## config.mk

```make
export PLATFORM = sky130hd
export DESIGN_NAME = ctt_timers
export DESIGN_NICKNAME = d
export VERILOG_FILES = /design/src/shared/ctt_pkg.sv /design/src/hw/ctt_pin_sync.sv /design/src/hw/ctt_timers.sv
export VERILOG_INCLUDE_DIRS = /design/src /design/src/shared
export SDC_FILE = /design/constraint.sdc
export NUM_CORES = 1
export LEC_CHECK = 0
export BUFFER_PORTS_ARGS = -buffer_cell sky130_fd_sc_hd__buf_2
export CAP_MARGIN = 30
export CELL_PAD_IN_SITES_DETAIL_PLACEMENT = 0
export CELL_PAD_IN_SITES_GLOBAL_PLACEMENT = 2
export CORE_UTILIZATION = 42
export DETAILED_ROUTE_END_ITERATION = 16
export GPL_TIMING_DRIVEN = 0
export PLACE_DENSITY = 0.91
export RECOVER_POWER = 100
export SYNTH_ARGS = -nofsm -noshare
export SYNTH_HDL_FRONTEND = slang
export SYNTH_HIERARCHICAL = 1
export SYNTH_SLANG_ARGS = --single-unit
```

## constraint.sdc

```tcl
create_clock -name mclk_i -period 8.6 [get_ports mclk_i]
set_clock_uncertainty 0.2 [all_clocks]
set_input_delay 0.43 -clock mclk_i [delete_from_list [all_inputs] [get_ports mclk_i]]
set_output_delay 0.43 -clock mclk_i [all_outputs]
set_load 0.01 [all_outputs]
```

## src/shared/ctt_params.svh

```systemverilog
`ifndef CTT_PARAMS_SVH
`define CTT_PARAMS_SVH

// ----------------------------------------------------------------
// register addresses
// ----------------------------------------------------------------
`define CTT_ADDR_T01_CTRL 8'h88
`define CTT_ADDR_T01_MODE 8'h89
`define CTT_ADDR_T0_LOW 8'h8A
`define CTT_ADDR_T1_LOW 8'h8B
`define CTT_ADDR_T0_HIGH 8'h8C
`define CTT_ADDR_T1_HIGH 8'h8D
`define CTT_ADDR_T2_CTRL 8'hC8
`define CTT_ADDR_T2_RLD_LOW 8'hCA
`define CTT_ADDR_T2_RLD_HIGH 8'hCB
`define CTT_ADDR_T2_LOW 8'hCC
`define CTT_ADDR_T2_HIGH 8'hCD

// ----------------------------------------------------------------
// timer 0/1 control register fields
// ----------------------------------------------------------------
`define CTT_T01C_OVF1 7
`define CTT_T01C_RUN1 6
`define CTT_T01C_OVF0 5
`define CTT_T01C_RUN0 4

// ----------------------------------------------------------------
// timer 0/1 mode register fields
// ----------------------------------------------------------------
`define CTT_T01M_GATE1 7
`define CTT_T01M_CSEL1 6
`define CTT_T01M_MODE1_HI 5
`define CTT_T01M_MODE1_LO 4
`define CTT_T01M_TIMER0_PIN_GATING 3
`define CTT_T01M_CSEL0 2
`define CTT_T01M_MODE0_HI 1
`define CTT_T01M_MODE0_LO 0

// ----------------------------------------------------------------
// timer 2 control register fields
// ----------------------------------------------------------------
`define CTT_T2C_OVF 7
`define CTT_T2C_EXT_FLAG 6
`define CTT_T2C_RX_BAUD 5
`define CTT_T2C_TX_BAUD 4
`define CTT_T2C_EXT_EN 3
`define CTT_T2C_RUN 2
`define CTT_T2C_CSEL 1
`define CTT_T2C_CAP_SEL 0

// ----------------------------------------------------------------
// reset values and pin count
// ----------------------------------------------------------------
`define CTT_RST_BYTE 8'h00
`define CTT_PIN_COUNT 5

`endif

```

## src/shared/ctt_pkg.sv

```systemverilog
package ctt_pkg;

    // timer 0/1 mode field decode, in field order
    typedef enum logic [1:0] {
        T01_COUNT13,
        T01_COUNT16,
        T01_RELOAD8,
        T01_SPLIT
    } ctt_t01_mode_t;

    // timer 2 operating mode
    typedef enum logic [1:0] {
        T2_OFF,
        T2_RELOAD,
        T2_CAPTURE,
        T2_BAUD
    } ctt_t2_mode_t;

    // result of one count step of timer 0/1
    typedef struct packed {
        logic ovf;
        logic [7:0] hi;
        logic [7:0] lo;
    } ctt_step_t;

endpackage

```

## src/hw/ctt_pin_sync.sv

```systemverilog
`timescale 1ns/100ps
module ctt_pin_sync #(
    parameter int WIDTH = 1
) (
    input wire logic mclk_i,              // core clock
    input wire logic sys_rst_i,           // async reset, active high
    input wire logic ce_i,                // clock enable
    input wire logic [WIDTH-1:0] pin_i,   // raw pin levels
    output logic [WIDTH-1:0] level_o,     // synchronised level
    output logic [WIDTH-1:0] fall_o       // one-cycle high-to-low pulse
);

    logic [WIDTH-1:0] meta;
    logic [WIDTH-1:0] sync;
    logic [WIDTH-1:0] prev;

    // meta is read only by sync; edges are taken between sync and prev
    always_ff @(posedge mclk_i or posedge sys_rst_i) begin
        if (sys_rst_i) begin
            meta <= '0;
            sync <= '0;
            prev <= '0;
        end else if (ce_i) begin
            meta <= pin_i;
            sync <= meta;
            prev <= sync;
        end
    end

    assign level_o = sync;
    assign fall_o = prev & ~sync;

endmodule

```

## src/hw/ctt_timers.sv

```systemverilog
`timescale 1ns/100ps
`include "ctt_params.svh"
// Overview of operation
// no prescaler, each enabled event counts once
// mode 0 counts 13 bits, low five bits
// rollover to zero sets the overflow flag
// timer 0 runs when run and gate-or-pin
// run bit 4, gates at mode bits 3/7
// setting run leaves the count registers unchanged
// mode 1 is mode 0 with 16 bits
// mode 2 reloads low byte from high byte
// timer 1 in mode 3 holds its count
// timer 0 mode 3 low byte uses timer 0 controls
// timer 0 mode 3 high byte uses timer 1 controls
// timer 1 stays usable via its mode 3
// timer 2 mode from run, baud, capture bits
// timer 2 auto-reload from reload registers on rollover
// trigger fall reloads and sets external flag
// capture mode free-runs, overflow sets flag bit 7
// trigger fall captures count, sets external flag
// baud mode never sets timer 2 overflow flag
// baud mode trigger still sets external flag
// counter select picks count pin or core clock
// baud select forces reload, ignores capture select
// pins synchronised, falling edge from sampled levels
module ctt_timers
    import ctt_pkg::*;
(
    input wire logic mclk_i,              // 20 MHz core clock
    input wire logic sys_rst_i,           // async reset, active high
    input wire logic ce_i,                // clock enable, freezes all state when low
    input wire logic [7:0] sfr_addr_i,    // register address
    input wire logic sfr_wr_i,            // register write strobe
    input wire logic [7:0] sfr_wdata_i,   // register write data
    output logic [7:0] sfr_rdata_o,       // register read data, one cycle after address
    input wire logic ext_int_a_pin_i,     // timer 0 gate pin
    input wire logic ext_int_b_pin_i,     // timer 1 gate pin
    input wire logic timer0_count_pin_i,  // timer 0 count input
    input wire logic timer1_count_pin_i,  // timer 1 count input
    input wire logic timer2_count_pin_i,  // timer 2 count input
    input wire logic timer2_trigger_pin_i, // timer 2 external trigger
    output logic timer1_overflow_o,       // timer 1 overflow pulse for baud use
    output logic timer2_overflow_o,       // timer 2 rollover pulse for baud use
    output logic timer0_irq_o,            // timer 0 overflow flag level
    output logic timer1_irq_o,            // timer 1 overflow flag level
    output logic timer2_irq_o             // timer 2 overflow or external flag level
);

    // ----------------------------------------------------------------
    // registers
    // ----------------------------------------------------------------
    logic [7:0] timer01_control_reg;
    logic [7:0] timer01_mode_reg;
    logic [7:0] timer2_control_reg;
    logic [7:0] timer0_count_low;
    logic [7:0] timer0_count_high;
    logic [7:0] timer1_count_low;
    logic [7:0] timer1_count_high;
    logic [7:0] timer2_count_low;
    logic [7:0] timer2_count_high;
    logic [7:0] timer2_reload_low;
    logic [7:0] timer2_reload_high;

    // ----------------------------------------------------------------
    // pin synchronisers
    // ----------------------------------------------------------------
    logic [`CTT_PIN_COUNT-1:0] pin_raw;
    logic [`CTT_PIN_COUNT-1:0] pin_level;
    logic [`CTT_PIN_COUNT-1:0] pin_fall;

    assign pin_raw = {timer2_trigger_pin_i, timer2_count_pin_i, timer1_count_pin_i,
                      timer0_count_pin_i, ext_int_a_pin_i};

    ctt_pin_sync #(
        .WIDTH(`CTT_PIN_COUNT)
    ) u_pin_sync (
        .mclk_i(mclk_i),
        .sys_rst_i(sys_rst_i),
        .ce_i(ce_i),
        .pin_i(pin_raw),
        .level_o(pin_level),
        .fall_o(pin_fall)
    );

    // gate pin b only needs a level, so it gets its own two stages
    logic int_b_meta;
    logic int_b_level;

    always_ff @(posedge mclk_i or posedge sys_rst_i) begin
        if (sys_rst_i) begin
            int_b_meta <= 1'b0;
            int_b_level <= 1'b0;
        end else if (ce_i) begin
            int_b_meta <= ext_int_b_pin_i;
            int_b_level <= int_b_meta;
        end
    end

    wire int_a_level = pin_level[0];
    wire t0_pin_fall = pin_fall[1];
    wire t1_pin_fall = pin_fall[2];
    wire t2_pin_fall = pin_fall[3];
    wire t2_trig_fall = pin_fall[4];

    // ----------------------------------------------------------------
    // register decode
    // ----------------------------------------------------------------
    wire wr = sfr_wr_i & ce_i;
    wire wr_t01c = wr && (sfr_addr_i == `CTT_ADDR_T01_CTRL);
    wire wr_t01m = wr && (sfr_addr_i == `CTT_ADDR_T01_MODE);
    wire wr_t2c = wr && (sfr_addr_i == `CTT_ADDR_T2_CTRL);
    wire wr_t0l = wr && (sfr_addr_i == `CTT_ADDR_T0_LOW);
    wire wr_t0h = wr && (sfr_addr_i == `CTT_ADDR_T0_HIGH);
    wire wr_t1l = wr && (sfr_addr_i == `CTT_ADDR_T1_LOW);
    wire wr_t1h = wr && (sfr_addr_i == `CTT_ADDR_T1_HIGH);
    wire wr_t2l = wr && (sfr_addr_i == `CTT_ADDR_T2_LOW);
    wire wr_t2h = wr && (sfr_addr_i == `CTT_ADDR_T2_HIGH);
    wire wr_rl = wr && (sfr_addr_i == `CTT_ADDR_T2_RLD_LOW);
    wire wr_rh = wr && (sfr_addr_i == `CTT_ADDR_T2_RLD_HIGH);

    // ----------------------------------------------------------------
    // control fields
    // ----------------------------------------------------------------
    wire timer0_run_bit = timer01_control_reg[`CTT_T01C_RUN0];
    wire timer1_run_bit = timer01_control_reg[`CTT_T01C_RUN1];
    wire timer0_pin_gating = timer01_mode_reg[`CTT_T01M_TIMER0_PIN_GATING];
    wire timer1_pin_gating = timer01_mode_reg[`CTT_T01M_GATE1];
    wire timer0_counter_select = timer01_mode_reg[`CTT_T01M_CSEL0];
    wire timer1_counter_select = timer01_mode_reg[`CTT_T01M_CSEL1];
    wire [1:0] t0_mode_bits = timer01_mode_reg[`CTT_T01M_MODE0_HI:`CTT_T01M_MODE0_LO];
    wire [1:0] t1_mode_bits = timer01_mode_reg[`CTT_T01M_MODE1_HI:`CTT_T01M_MODE1_LO];
    wire ctt_t01_mode_t t0_mode = ctt_t01_mode_t'(t0_mode_bits);
    wire ctt_t01_mode_t t1_mode = ctt_t01_mode_t'(t1_mode_bits);

    wire timer2_run_bit = timer2_control_reg[`CTT_T2C_RUN];
    wire timer2_counter_select = timer2_control_reg[`CTT_T2C_CSEL];
    wire timer2_capture_select = timer2_control_reg[`CTT_T2C_CAP_SEL];
    wire timer2_external_enable = timer2_control_reg[`CTT_T2C_EXT_EN];
    wire transmit_baud_select = timer2_control_reg[`CTT_T2C_TX_BAUD];
    wire receive_baud_select = timer2_control_reg[`CTT_T2C_RX_BAUD];

    // ----------------------------------------------------------------
    // timer 0/1 step
    // ----------------------------------------------------------------
    // low byte bits 7:5 are carried through untouched in 13-bit mode
    function automatic ctt_step_t t01_step(input ctt_t01_mode_t mode,
                                           input logic [7:0] lo,
                                           input logic [7:0] hi);
        ctt_step_t r;
        logic [12:0] c13;
        logic [15:0] c16;
        r.ovf = 1'b0;
        r.hi = hi;
        r.lo = lo;
        c13 = {hi, lo[4:0]} + 13'h0001;
        c16 = {hi, lo} + 16'h0001;
        unique case (mode)
            T01_COUNT13: begin
                r.ovf = &{hi, lo[4:0]};
                r.hi = c13[12:5];
                r.lo = {lo[7:5], c13[4:0]};
            end
            T01_COUNT16: begin
                r.ovf = &{hi, lo};
                r.hi = c16[15:8];
                r.lo = c16[7:0];
            end
            T01_RELOAD8: begin
                r.ovf = &lo;
                r.lo = (&lo) ? hi : lo + 8'h01;
            end
            T01_SPLIT: begin
                r.ovf = &lo;
                r.lo = lo + 8'h01;
            end
        endcase
        return r;
    endfunction

    // ----------------------------------------------------------------
    // timer 0
    // ----------------------------------------------------------------
    wire t0_split = (t0_mode == T01_SPLIT);
    wire t0_event = timer0_counter_select ? t0_pin_fall : 1'b1;
    wire t0_tick = timer0_run_bit & (~timer0_pin_gating | int_a_level)
                   & t0_event;
    wire ctt_step_t s0 = t01_step(t0_mode, timer0_count_low, timer0_count_high);
    wire th0_tick = t0_split & timer1_run_bit;
    wire th0_ovf = th0_tick & (&timer0_count_high);

    wire [7:0] next_t0_low = wr_t0l ? sfr_wdata_i :
                             (t0_tick ? s0.lo : timer0_count_low);
    wire [7:0] next_t0_high = wr_t0h ? sfr_wdata_i :
                              (th0_tick ? timer0_count_high + 8'h01 :
                               (t0_tick ? s0.hi : timer0_count_high));

    // ----------------------------------------------------------------
    // timer 1
    // ----------------------------------------------------------------
    // with timer 0 split, its run bit belongs to timer 0 high byte, so
    // timer 1 is started and stopped by leaving or entering mode 3 and by its gate with pin b
    wire t1_run = t0_split ? 1'b1 : timer1_run_bit;
    wire t1_event = timer1_counter_select ? t1_pin_fall : 1'b1;
    wire t1_tick = t1_run & (~timer1_pin_gating | int_b_level) & t1_event
                   & (t1_mode != T01_SPLIT);
    wire ctt_step_t s1 = t01_step(t1_mode, timer1_count_low, timer1_count_high);
    wire t1_ovf = t1_tick & s1.ovf;

    wire [7:0] next_t1_low = wr_t1l ? sfr_wdata_i :
                             (t1_tick ? s1.lo : timer1_count_low);
    wire [7:0] next_t1_high = wr_t1h ? sfr_wdata_i :
                              (t1_tick ? s1.hi : timer1_count_high);

    // ----------------------------------------------------------------
    // timer 0/1 control register
    // ----------------------------------------------------------------
    wire tf0_set = t0_tick & s0.ovf;
    wire tf1_set = t0_split ? th0_ovf : t1_ovf;
    // a write only stores bits; run bit changes never touch the counts
    wire [7:0] t01c_base = wr_t01c ? sfr_wdata_i : timer01_control_reg;
    // hardware set beats a software clear in the same cycle
    wire [7:0] next_t01_ctrl = t01c_base
                               | ({7'h00, tf1_set} << `CTT_T01C_OVF1)
                               | ({7'h00, tf0_set} << `CTT_T01C_OVF0);
    wire [7:0] next_t01_mode = wr_t01m ? sfr_wdata_i : timer01_mode_reg;

    // ----------------------------------------------------------------
    // timer 2
    // ----------------------------------------------------------------
    wire t2_baud = transmit_baud_select | receive_baud_select;
    wire ctt_t2_mode_t t2_mode = ~timer2_run_bit ? T2_OFF :
                                 (t2_baud ? T2_BAUD :
                                  (timer2_capture_select ? T2_CAPTURE : T2_RELOAD));
    wire t2_event = timer2_counter_select ? t2_pin_fall : 1'b1;
    wire t2_tick = (t2_mode != T2_OFF) & t2_event;
    wire t2_roll = t2_tick & (&{timer2_count_high, timer2_count_low});
    // baud mode ignores the capture select and reloads on rollover
    wire t2_reload_on_roll = (t2_mode != T2_CAPTURE);
    wire t2_trig = timer2_external_enable & t2_trig_fall;
    wire t2_trig_reload = t2_trig & (t2_mode == T2_RELOAD);
    wire t2_capture = t2_trig & (t2_mode == T2_CAPTURE);
    wire [15:0] t2_count = {timer2_count_high, timer2_count_low};
    wire [15:0] t2_reload = {timer2_reload_high, timer2_reload_low};
    wire [15:0] t2_inc = t2_count + 16'h0001;

    logic [15:0] t2_stepped;
    always_comb begin
        if (t2_trig_reload || (t2_roll && t2_reload_on_roll)) begin
            t2_stepped = t2_reload;
        end else if (t2_tick) begin
            t2_stepped = t2_inc;
        end else begin
            t2_stepped = t2_count;
        end
    end

    wire [7:0] next_t2_low = wr_t2l ? sfr_wdata_i : t2_stepped[7:0];
    wire [7:0] next_t2_high = wr_t2h ? sfr_wdata_i : t2_stepped[15:8];
    // a capture edge wins over a software write of the same register
    wire [7:0] next_rld_low = t2_capture ? timer2_count_low :
                              (wr_rl ? sfr_wdata_i : timer2_reload_low);
    wire [7:0] next_rld_high = t2_capture ? timer2_count_high :
                               (wr_rh ? sfr_wdata_i : timer2_reload_high);

    wire tf2_set = t2_roll & ~t2_baud;
    wire timer2_external_flag_set = t2_trig;
    wire [7:0] t2c_base = wr_t2c ? sfr_wdata_i : timer2_control_reg;
    wire [7:0] next_t2_ctrl = t2c_base
                              | ({7'h00, tf2_set} << `CTT_T2C_OVF)
                              | ({7'h00, timer2_external_flag_set} << `CTT_T2C_EXT_FLAG);

    // ----------------------------------------------------------------
    // read mux
    // ----------------------------------------------------------------
    wire [7:0] next_rdata =
        (sfr_addr_i == `CTT_ADDR_T01_CTRL) ? timer01_control_reg :
        (sfr_addr_i == `CTT_ADDR_T01_MODE) ? timer01_mode_reg :
        (sfr_addr_i == `CTT_ADDR_T0_LOW) ? timer0_count_low :
        (sfr_addr_i == `CTT_ADDR_T1_LOW) ? timer1_count_low :
        (sfr_addr_i == `CTT_ADDR_T0_HIGH) ? timer0_count_high :
        (sfr_addr_i == `CTT_ADDR_T1_HIGH) ? timer1_count_high :
        (sfr_addr_i == `CTT_ADDR_T2_CTRL) ? timer2_control_reg :
        (sfr_addr_i == `CTT_ADDR_T2_RLD_LOW) ? timer2_reload_low :
        (sfr_addr_i == `CTT_ADDR_T2_RLD_HIGH) ? timer2_reload_high :
        (sfr_addr_i == `CTT_ADDR_T2_LOW) ? timer2_count_low :
        (sfr_addr_i == `CTT_ADDR_T2_HIGH) ? timer2_count_high :
        `CTT_RST_BYTE;

    // ----------------------------------------------------------------
    // state
    // ----------------------------------------------------------------
    always_ff @(posedge mclk_i or posedge sys_rst_i) begin
        if (sys_rst_i) begin
            timer01_control_reg <= `CTT_RST_BYTE;
            timer01_mode_reg <= `CTT_RST_BYTE;
            timer2_control_reg <= `CTT_RST_BYTE;
            timer0_count_low <= `CTT_RST_BYTE;
            timer0_count_high <= `CTT_RST_BYTE;
            timer1_count_low <= `CTT_RST_BYTE;
            timer1_count_high <= `CTT_RST_BYTE;
            timer2_count_low <= `CTT_RST_BYTE;
            timer2_count_high <= `CTT_RST_BYTE;
            timer2_reload_low <= `CTT_RST_BYTE;
            timer2_reload_high <= `CTT_RST_BYTE;
        end else if (ce_i) begin
            timer01_control_reg <= next_t01_ctrl;
            timer01_mode_reg <= next_t01_mode;
            timer2_control_reg <= next_t2_ctrl;
            timer0_count_low <= next_t0_low;
            timer0_count_high <= next_t0_high;
            timer1_count_low <= next_t1_low;
            timer1_count_high <= next_t1_high;
            timer2_count_low <= next_t2_low;
            timer2_count_high <= next_t2_high;
            timer2_reload_low <= next_rld_low;
            timer2_reload_high <= next_rld_high;
        end
    end

    always_ff @(posedge mclk_i or posedge sys_rst_i) begin
        if (sys_rst_i) begin
            sfr_rdata_o <= `CTT_RST_BYTE;
            timer1_overflow_o <= 1'b0;
            timer2_overflow_o <= 1'b0;
        end else if (ce_i) begin
            sfr_rdata_o <= next_rdata;
            timer1_overflow_o <= t1_ovf;
            timer2_overflow_o <= t2_roll;
        end
    end

    assign timer0_irq_o = timer01_control_reg[`CTT_T01C_OVF0];
    assign timer1_irq_o = timer01_control_reg[`CTT_T01C_OVF1];
    assign timer2_irq_o = timer2_control_reg[`CTT_T2C_OVF]
                          | timer2_control_reg[`CTT_T2C_EXT_FLAG];

endmodule

```

* After elaboration in Yosys (flattened, before gate mapping)
Index checks and enable logic that the tools add are counted.
** Operators by class
- Add/sub/neg operators :: 8
- Equality and inequality tests :: 23
- Multiplexer cells :: 46
- Bitwise gates (word level) :: 29
- Reductions and logical operators :: 47
** Operators with widths (count)
- two-way mux 8 bit :: 30
- == test 8 bit, second input constant :: 11
- case mux 8 bit (4 select lines) :: 2
- adder 16 x 1 -> 16 bit, second input constant :: 3
- AND reduction 16 bit :: 3
- two-way mux 16 bit :: 2
- case mux 8 bit (2 select lines) :: 2
- adder 13 x 1 -> 13 bit, second input constant :: 2
- AND reduction 13 bit :: 2
- adder 8 x 1 -> 8 bit, second input constant :: 3
- AND reduction 8 bit :: 3
- AND 1 bit :: 16
- bitwise OR 8 bit :: 2
- AND reduction 2 bit :: 7
- logical AND 1 bit :: 12
- AND reduction 3 bit :: 4
- nonzero test 2 bit :: 6
- nonzero test 3 bit :: 4
- == test 2 bit, second input constant :: 5
- inequality test 2 bit, second input constant :: 4
- bitwise OR 8 x 6 -> 8 bit :: 1
- bitwise OR 8 x 7 -> 8 bit :: 1
- == test 2 x 1 -> 1 bit, second input constant :: 3
- two-way mux 2 bit :: 3
- 10 further kinds :: 22
** Storage, ports and cells
- Bits in registers :: 115
- Bits of input ports :: 26

* Logic depth before layout (Yosys ltp)
Gate-level depths: netlist of run 1.
- Depth after elaboration :: 12
- Mapped depth :: 9
- Depth with buffers taken out :: 7

* By module
Netlist of run 1, hierarchy kept.
** Modules (own cells, without submodules)
- ctt_timers :: times used 1, cells each 832, area an instance 6995.5 um^2, seq. area each 2502.4 um^2
- ctt_pin_sync :: times used 1, cells each 38, area an instance 648.1 um^2, seq. area each 375.4 um^2

* Worst setup path after synthesis of run 1
Ideal clock, no wire load.
- Kind :: input to register
- Start :: in sfr_addr_i[3]
- End :: reg sfr_rdata_o[7]
- Setup time :: 126 ps
- Arrival time :: 1800 ps
- Required time :: 8274 ps
- Slack :: 6474 ps
- Cell stages on the path :: 9
- Buffers on the path :: 3
- Path through :: buf_2 > nor4bb_1 > buf_2 > and2_1 > buf_2 > a22oi_1 > o211ai_1 > and3_1 > a221o_1
** Between the ends
- Longest elaborated chain between the ends :: 12
- Elaborated cells between the ends (all ways) :: 22
- Classes of those cells :: eq/ne (11); mux (11)
** RTL lines
- from (decl) :: RTL line ctt_timers.sv:32 : input wire logic [7:0] sfr_addr_i,
- == test 8 bit (no line)
- two-way mux 8 bit (no line) (10 in a row)
- two-way mux 8 bit (no line) *
- to (signal assigned) :: RTL line ctt_timers.sv:322 : sfr_rdata_o <= `CTT_RST_BYTE;
- to (signal assigned) :: RTL line ctt_timers.sv:326 : sfr_rdata_o <= next_rdata;
- to (decl) :: RTL line ctt_timers.sv:35 : output logic [7:0] sfr_rdata_o,
Every way passes the cells marked *; elsewhere a longest branch is shown, timed or not.
A chain may end at the register's enable or synchronous reset.

==> results of run 1 <==
## worst min path at each step
| stage | end | from | depth (start not counted) |
|---|---|---|---|
| 6_report | u_pin_sync/meta[0]$_DFFE_PP0P_ | ext_int_a_pin_i | 2 |
| 5_1_grt | u_pin_sync/meta[1]$_DFFE_PP0P_ | timer0_count_pin_i | 2 |
| 4_1_cts | u_pin_sync/meta[0]$_DFFE_PP0P_ | ext_int_a_pin_i | 2 |
| 3_5_place_dp | timer1_overflow_o$_DFFE_PP0P_ | timer1_overflow_o$_DFFE_PP0P_ | 2 |
| 3_3_place_gp | sfr_rdata_o[3]$_DFFE_PP0P_ | timer01_control_reg[3]$_DFFE_PP0P_ | 1 |
| 2_1_floorplan | u_pin_sync/level_o[0]$_DFFE_PP0P_ | sys_rst_i | 1 |
## stage by stage
stage | hold WS (ns) | power [mW] | utilization
5_1_grt | 0.0114 | 1.95 | 0.488
3_5_place_dp | 0.275 | 1.14 | 0.462
4_1_cts | 0.0153 | 1.88 | 0.498
3_3_place_gp | 0.277 | 1.13 | 0.461
6_report | 0.0142 | 1.87 | 0.488
2_1_floorplan | 0.119 | 0.998 | -
## power breakdown
group	total (mW)	leakage (nW)	switching (mW)	internal (mW)
combinational	0.385	1.66	0.223	0.163
sequential	0.741	1.46	0.129	0.612
clock	0.743	0.297	0.299	0.444
## timing repair
action / in CTS / in global routing
hold buffers: 1 / 0
hold endpoints to repair: 29 / 0
gates resized for setup: 0 / 0
## cell type report
cell class / count / area, µm²
Fill cell: 1718 / 8940
Multi-Input combinational cell: 674 / 4260
Sequential cell: 114 / 2850
Clock buffer: 18 / 439
Buffer: 59 / 287
Tap cell: 225 / 282
Clock inverter: 14 / 169
Timing Repair Buffer: 36 / 165
Inverter: 20 / 76.3
## layer usage
layer,part of all wire,wire [µm]
met4,0.018,467
met2,0.45,11400
met5,0,0
met1,0.47,11900
met3,0.070,1790
==> impl_metrics.toml, run 1 <==
[route]
via_per_inst = 5.98
drtIter0Drc = 710
routed_wirelength_mm = 25.6
ant_nets = 0
firstDrtPassIters = 7
num_vias = 6935
drc = 0
wl_per_cell_um = 22.1

[sta]
tightest_slew_ns = 2.82
rsz0062_at_grt = "no"
slew_headroom = -0.889
fin_ws_ns = 3.88
fin_tns_setup_ns = 0
finalHoldViolCount = 0
finalSetupViolCount = 0
fmax_ghz = 0.212
drv_slew = 103
fin_crit_sh = 0.549
period_needed_ns = 4.72

[grt]
grt_pass1_vias = 6597
groute.layer.met1.usage = 0.433
grt_use_met3 = 0.0589
grt_use_met2 = 0.439
grt_pass1_wl_mm = 40.1
grt.overflow.total = 0
grt_busiest_layer = "met2"
grt_max_degree = 60
grt_usage = 0.296
antenna_found_initial = 0

[power_and_ir_drop]
leakage_nw = 3.41
p_per_area_mw_per_mm2 = 219
irDropWorstVdd_mv = 0.168

[floorplan]
die-area_mm2 = 0.0186
rows = 48
initial_core_util = 0.435
fp.dieW_um = 137
coreArea_mm2 = 0.0175
io_pins = 39
chipHeight_um = 137

[run_status]
status = "finished with violations"
failed_checks = "capacitance limit, slew limit"

[hold_path]
hold_class = "primary input to register"

[placed_design]
gp_congestion = 0.907
port_buffers = 34
place_ws_ns = 5.91
placed_cell_area_mm2 = 0.00808
numPlacedInstances = 1127
dp_hpwl_mm = 18.2

[setup_path]
reg2reg_slack_ns = 5.26
rr_worst_depth = 7
critPathTopFamily = "buffers and inverters"
cp-start-kind = "primary input"
cp.depth = 4
path_max_fanout = 59
critPathRequiredTime_ns = 8.42
critical-path-top-cell-by-count = "clkbuf_1"
slowest_delay_ns = 1.83
reg2reg_to = "timer2_count_low[0]$_DFFE_PP0P_"
cpMaxStageDelayCell = "clkbuf_1"
worstPathCellList = "dlygate4sd3_1 > clkbuf_1 > clkinvlp_2 > clkbuf_1"
worst-path-buf-inv = 4
arrival_ns = 4.55
crit_end = "timer1_count_high[6]$_DFFE_PP0P_"
timing.rr.start = "timer2_count_high[0]$_DFFE_PP0P_"
path_class = "primary input to asynchronous set/reset pin"
critPathLaunch = "sys_rst_i"
end_kind = "asynchronous set/reset pin"

[synthesis]
yosysWarnings = 6
synth_fp_nets = 897
syn-cell-area_mm2 = 0.00760
avgSynthCellArea_um2 = 8.77
synth_cells = 867

[finish]
drive_gt1_frac = 0.127
layout.nets = 952
area_delta_synth_final_pct = 12.2
final_cell_area_mm2 = 0.00853
antenna_cells = 0
final_cell_mix = "dfrtp_1, nand2_1, nor2_1, a21oi_1, clkbuf_1"
stdcell_count = 1160
final_common_cell = "dfrtp_1"

[cts]
clk_path_buf_depth = 2
clkTransAtPathRegs_ns = 0.06
htree_levels = 4
clock_sinks = 114
worst_skew_pair.late_latency_ns = 0.44
postCtsSetupRepairBufs = 0
cts_root_buffer = "clkbuf_16"
tritoncts = "built"
numCtsBuffers = 17

[run]
max_cap_violations = 2
Note: power is estimated with default switching activity, not from simulation.
==> inputs of run 2 (changes only) <==
--- a/config.mk
+++ b/config.mk
@@ -6,14 +6,15 @@
 export SDC_FILE = /design/constraint.sdc
 export NUM_CORES = 1
 export LEC_CHECK = 0
+export ABC_AREA = 1
 export BUFFER_PORTS_ARGS = -buffer_cell sky130_fd_sc_hd__buf_2
 export CAP_MARGIN = 30
 export CELL_PAD_IN_SITES_DETAIL_PLACEMENT = 0
 export CELL_PAD_IN_SITES_GLOBAL_PLACEMENT = 2
-export CORE_UTILIZATION = 42
+export CORE_UTILIZATION = 32
 export DETAILED_ROUTE_END_ITERATION = 16
 export GPL_TIMING_DRIVEN = 0
-export PLACE_DENSITY = 0.91
+export PLACE_DENSITY = 0.82
 export RECOVER_POWER = 100
 export SYNTH_ARGS = -nofsm -noshare
 export SYNTH_HDL_FRONTEND = slang
==> constraint.sdc (replaced) <==
create_clock -name mclk_i -period 3.95 [get_ports mclk_i]
set_clock_uncertainty 0.2 [all_clocks]
set_input_delay 0.1975 -clock mclk_i [delete_from_list [all_inputs] [get_ports mclk_i]]
set_output_delay 0.1975 -clock mclk_i [all_outputs]
set_load 0.01 [all_outputs]
==> impl_metrics.toml, run 2 <==
[run_status]
status = "finished with violations"
failed_checks = "capacitance limit, slew limit"

[power_and_ir_drop]
leakage_nw = 4.16
p_per_area_mw_per_mm2 = 438
power_mw = 3.82
irDropWorstVdd_mv = 0.230

[setup_path]
reg2reg_to = "timer2_count_low[3]$_DFFE_PP0P_"
cp-start-kind = "register"
end_kind = "register"
arrival_ns = 3.27
crit_end = "timer2_count_low[3]$_DFFE_PP0P_"
critPathRequiredTime_ns = 4.06
reg2reg_slack_ns = 0.79
critPathLaunch = "timer2_count_low[0]$_DFFE_PP0P_"
cpMaxStageDelayCell = "dfrtp_1"
critical-path-top-cell-by-count = "nand2_1"
path_max_fanout = 10
rr_worst_depth = 11
slowest_delay_ns = 0.46
worstPathCellList = "ha_1 > nand3_2 > nor3_4 > nand2_1 > nor2_1 > nand3_1 > nand2_1 > buf_4 > o211ai_1 > nand2_1 > nand2_1"
timing.rr.start = "timer2_count_low[0]$_DFFE_PP0P_"
path_class = "register to register"

[synthesis]
avgSynthCellArea_um2 = 6.94
synth_cells = 1077
syn-cell-area_mm2 = 0.00747
yosysWarnings = 6
synth_fp_nets = 1107

[cts]
cts_hold_buf = 16
htree_levels = 4
cts_root_buffer = "clkbuf_16"
postCtsSetupRepairBufs = 0
clkTransAtPathRegs_ns = 0.06
numCtsBuffers = 17
worst_skew_pair.late_latency_ns = 0.43
clock_sinks = 114
cts_resized = 0
tritoncts = "built"
clk_path_buf_depth = 2

[run]
max_cap_violations = 1

[placed_design]
gp_congestion = 0.880
place_ws_ns = 1.42
port_buffers = 38
dp_hpwl_mm = 19.9

[finish]
layout.nets = 1181
final_common_cell = "nand2_1"
fin_util = 0.384
antenna_cells = 0
area_delta_synth_final_pct = 16.9
final_cell_mix = "nand2_1, inv_1, dfrtp_1, nor2_1, nand3_1"
drive_gt1_frac = 0.0825

[sta]
slew_headroom = -0.505
fmax_ghz = 0.317
finalSetupViolCount = 0
timing.hold.ws_ns = 0.194
drv_slew = 44
period_needed_ns = 3.16
tightest_slew_ns = 2.25
fin_tns_setup_ns = 0
fin_ws_ns = 0.793
finalHoldViolCount = 0
fin_crit_sh = 0.799
rsz0062_at_grt = "no"

[floorplan]
fp.dieW_um = 155
io_pins = 39
rows = 55
die-area_mm2 = 0.0240
coreArea_mm2 = 0.0228
initial_core_util = 0.328
chipHeight_um = 155

[grt]
grt_pass1_vias = 7294
grt_pass1_wl_mm = 41.8
grt_max_degree = 58
grt.overflow.total = 0
antenna_found_initial = 1
grt_usage = 0.234

[route]
num_vias = 7515
drc = 0
routed_wirelength_mm = 26.7
firstDrtPassIters = 5
drtIter0Drc = 545
via_per_inst = 5.09
wl_per_cell_um = 18.0
ant_nets = 0

[hold_path]
hold_class = "primary input to asynchronous set/reset pin"
-- run 2: worst min path at each step --
stage | startpoint | to | slack, ns | cells past startpoint
3_3_place_gp | sys_rst_i | u_pin_sync/meta[3]$_DFFE_PP0P_ | 0.08 | 2
2_1_floorplan | sys_rst_i | u_pin_sync/level_o[0]$_DFFE_PP0P_ | -0.11 | 1
5_1_grt | sys_rst_i | u_pin_sync/prev[2]$_DFFE_PP0P_ | 0.24 | 3
6_report | sys_rst_i | u_pin_sync/meta[4]$_DFFE_PP0P_ | 0.19 | 3
4_1_cts | ce_i | timer2_count_high[2]$_DFFE_PP0P_ | 0.08 | 5
3_5_place_dp | sys_rst_i | u_pin_sync/meta[3]$_DFFE_PP0P_ | 0.12 | 2
-- run 2: critical path, delay by kind of cell, from the launching register on --
kind | cells | cell delay [ns]
compound gates | 1 | 0.10
fa+ha+maj | 1 | 0.24
buf+inv | 1 | 0.25
flops | 1 | 0.46
simple gates | 8 | 1.78
-- run 2: final cells by class --
cell class              count  area, µm²
clock buffers              17        425
repair buffers             55        358
flip-flops and latches    114       2850
clock inverters            15        186
plain buffers              30        146
inverters                 129        487
fillers                  2519      14000
well taps                 313        392
multi-input cells         804       3890
-- run 2: power by group --
part / switching (mW) / internal [mW]
combinational: 0.417 / 0.253
clock: 0.625 / 0.996
sequential: 0.216 / 1.32
total: 1.26 / 2.57
-- run 2: stage by stage --
step	std cells	instance area, µm²
after global routing	1477	8740
final	1477	8740
after CTS	1477	8860
after detailed placement	1429	8080
after global placement	1428	8050
after floorplan	1077	7470
-- run 2: per-layer routing --
| metal | vias to the layer above | global-route usage | wire length, µm |
|---|---|---|---|
| met4 | 0 | 0.0967 | 818 |
| met3 | 43 | 0.0387 | 1110 |
| met2 | 197 | 0.374 | 12200 |
| li1 | 3687 | - | - |
| met1 | 3588 | 0.314 | 12500 |
| met5 | - | 0 | 0 |
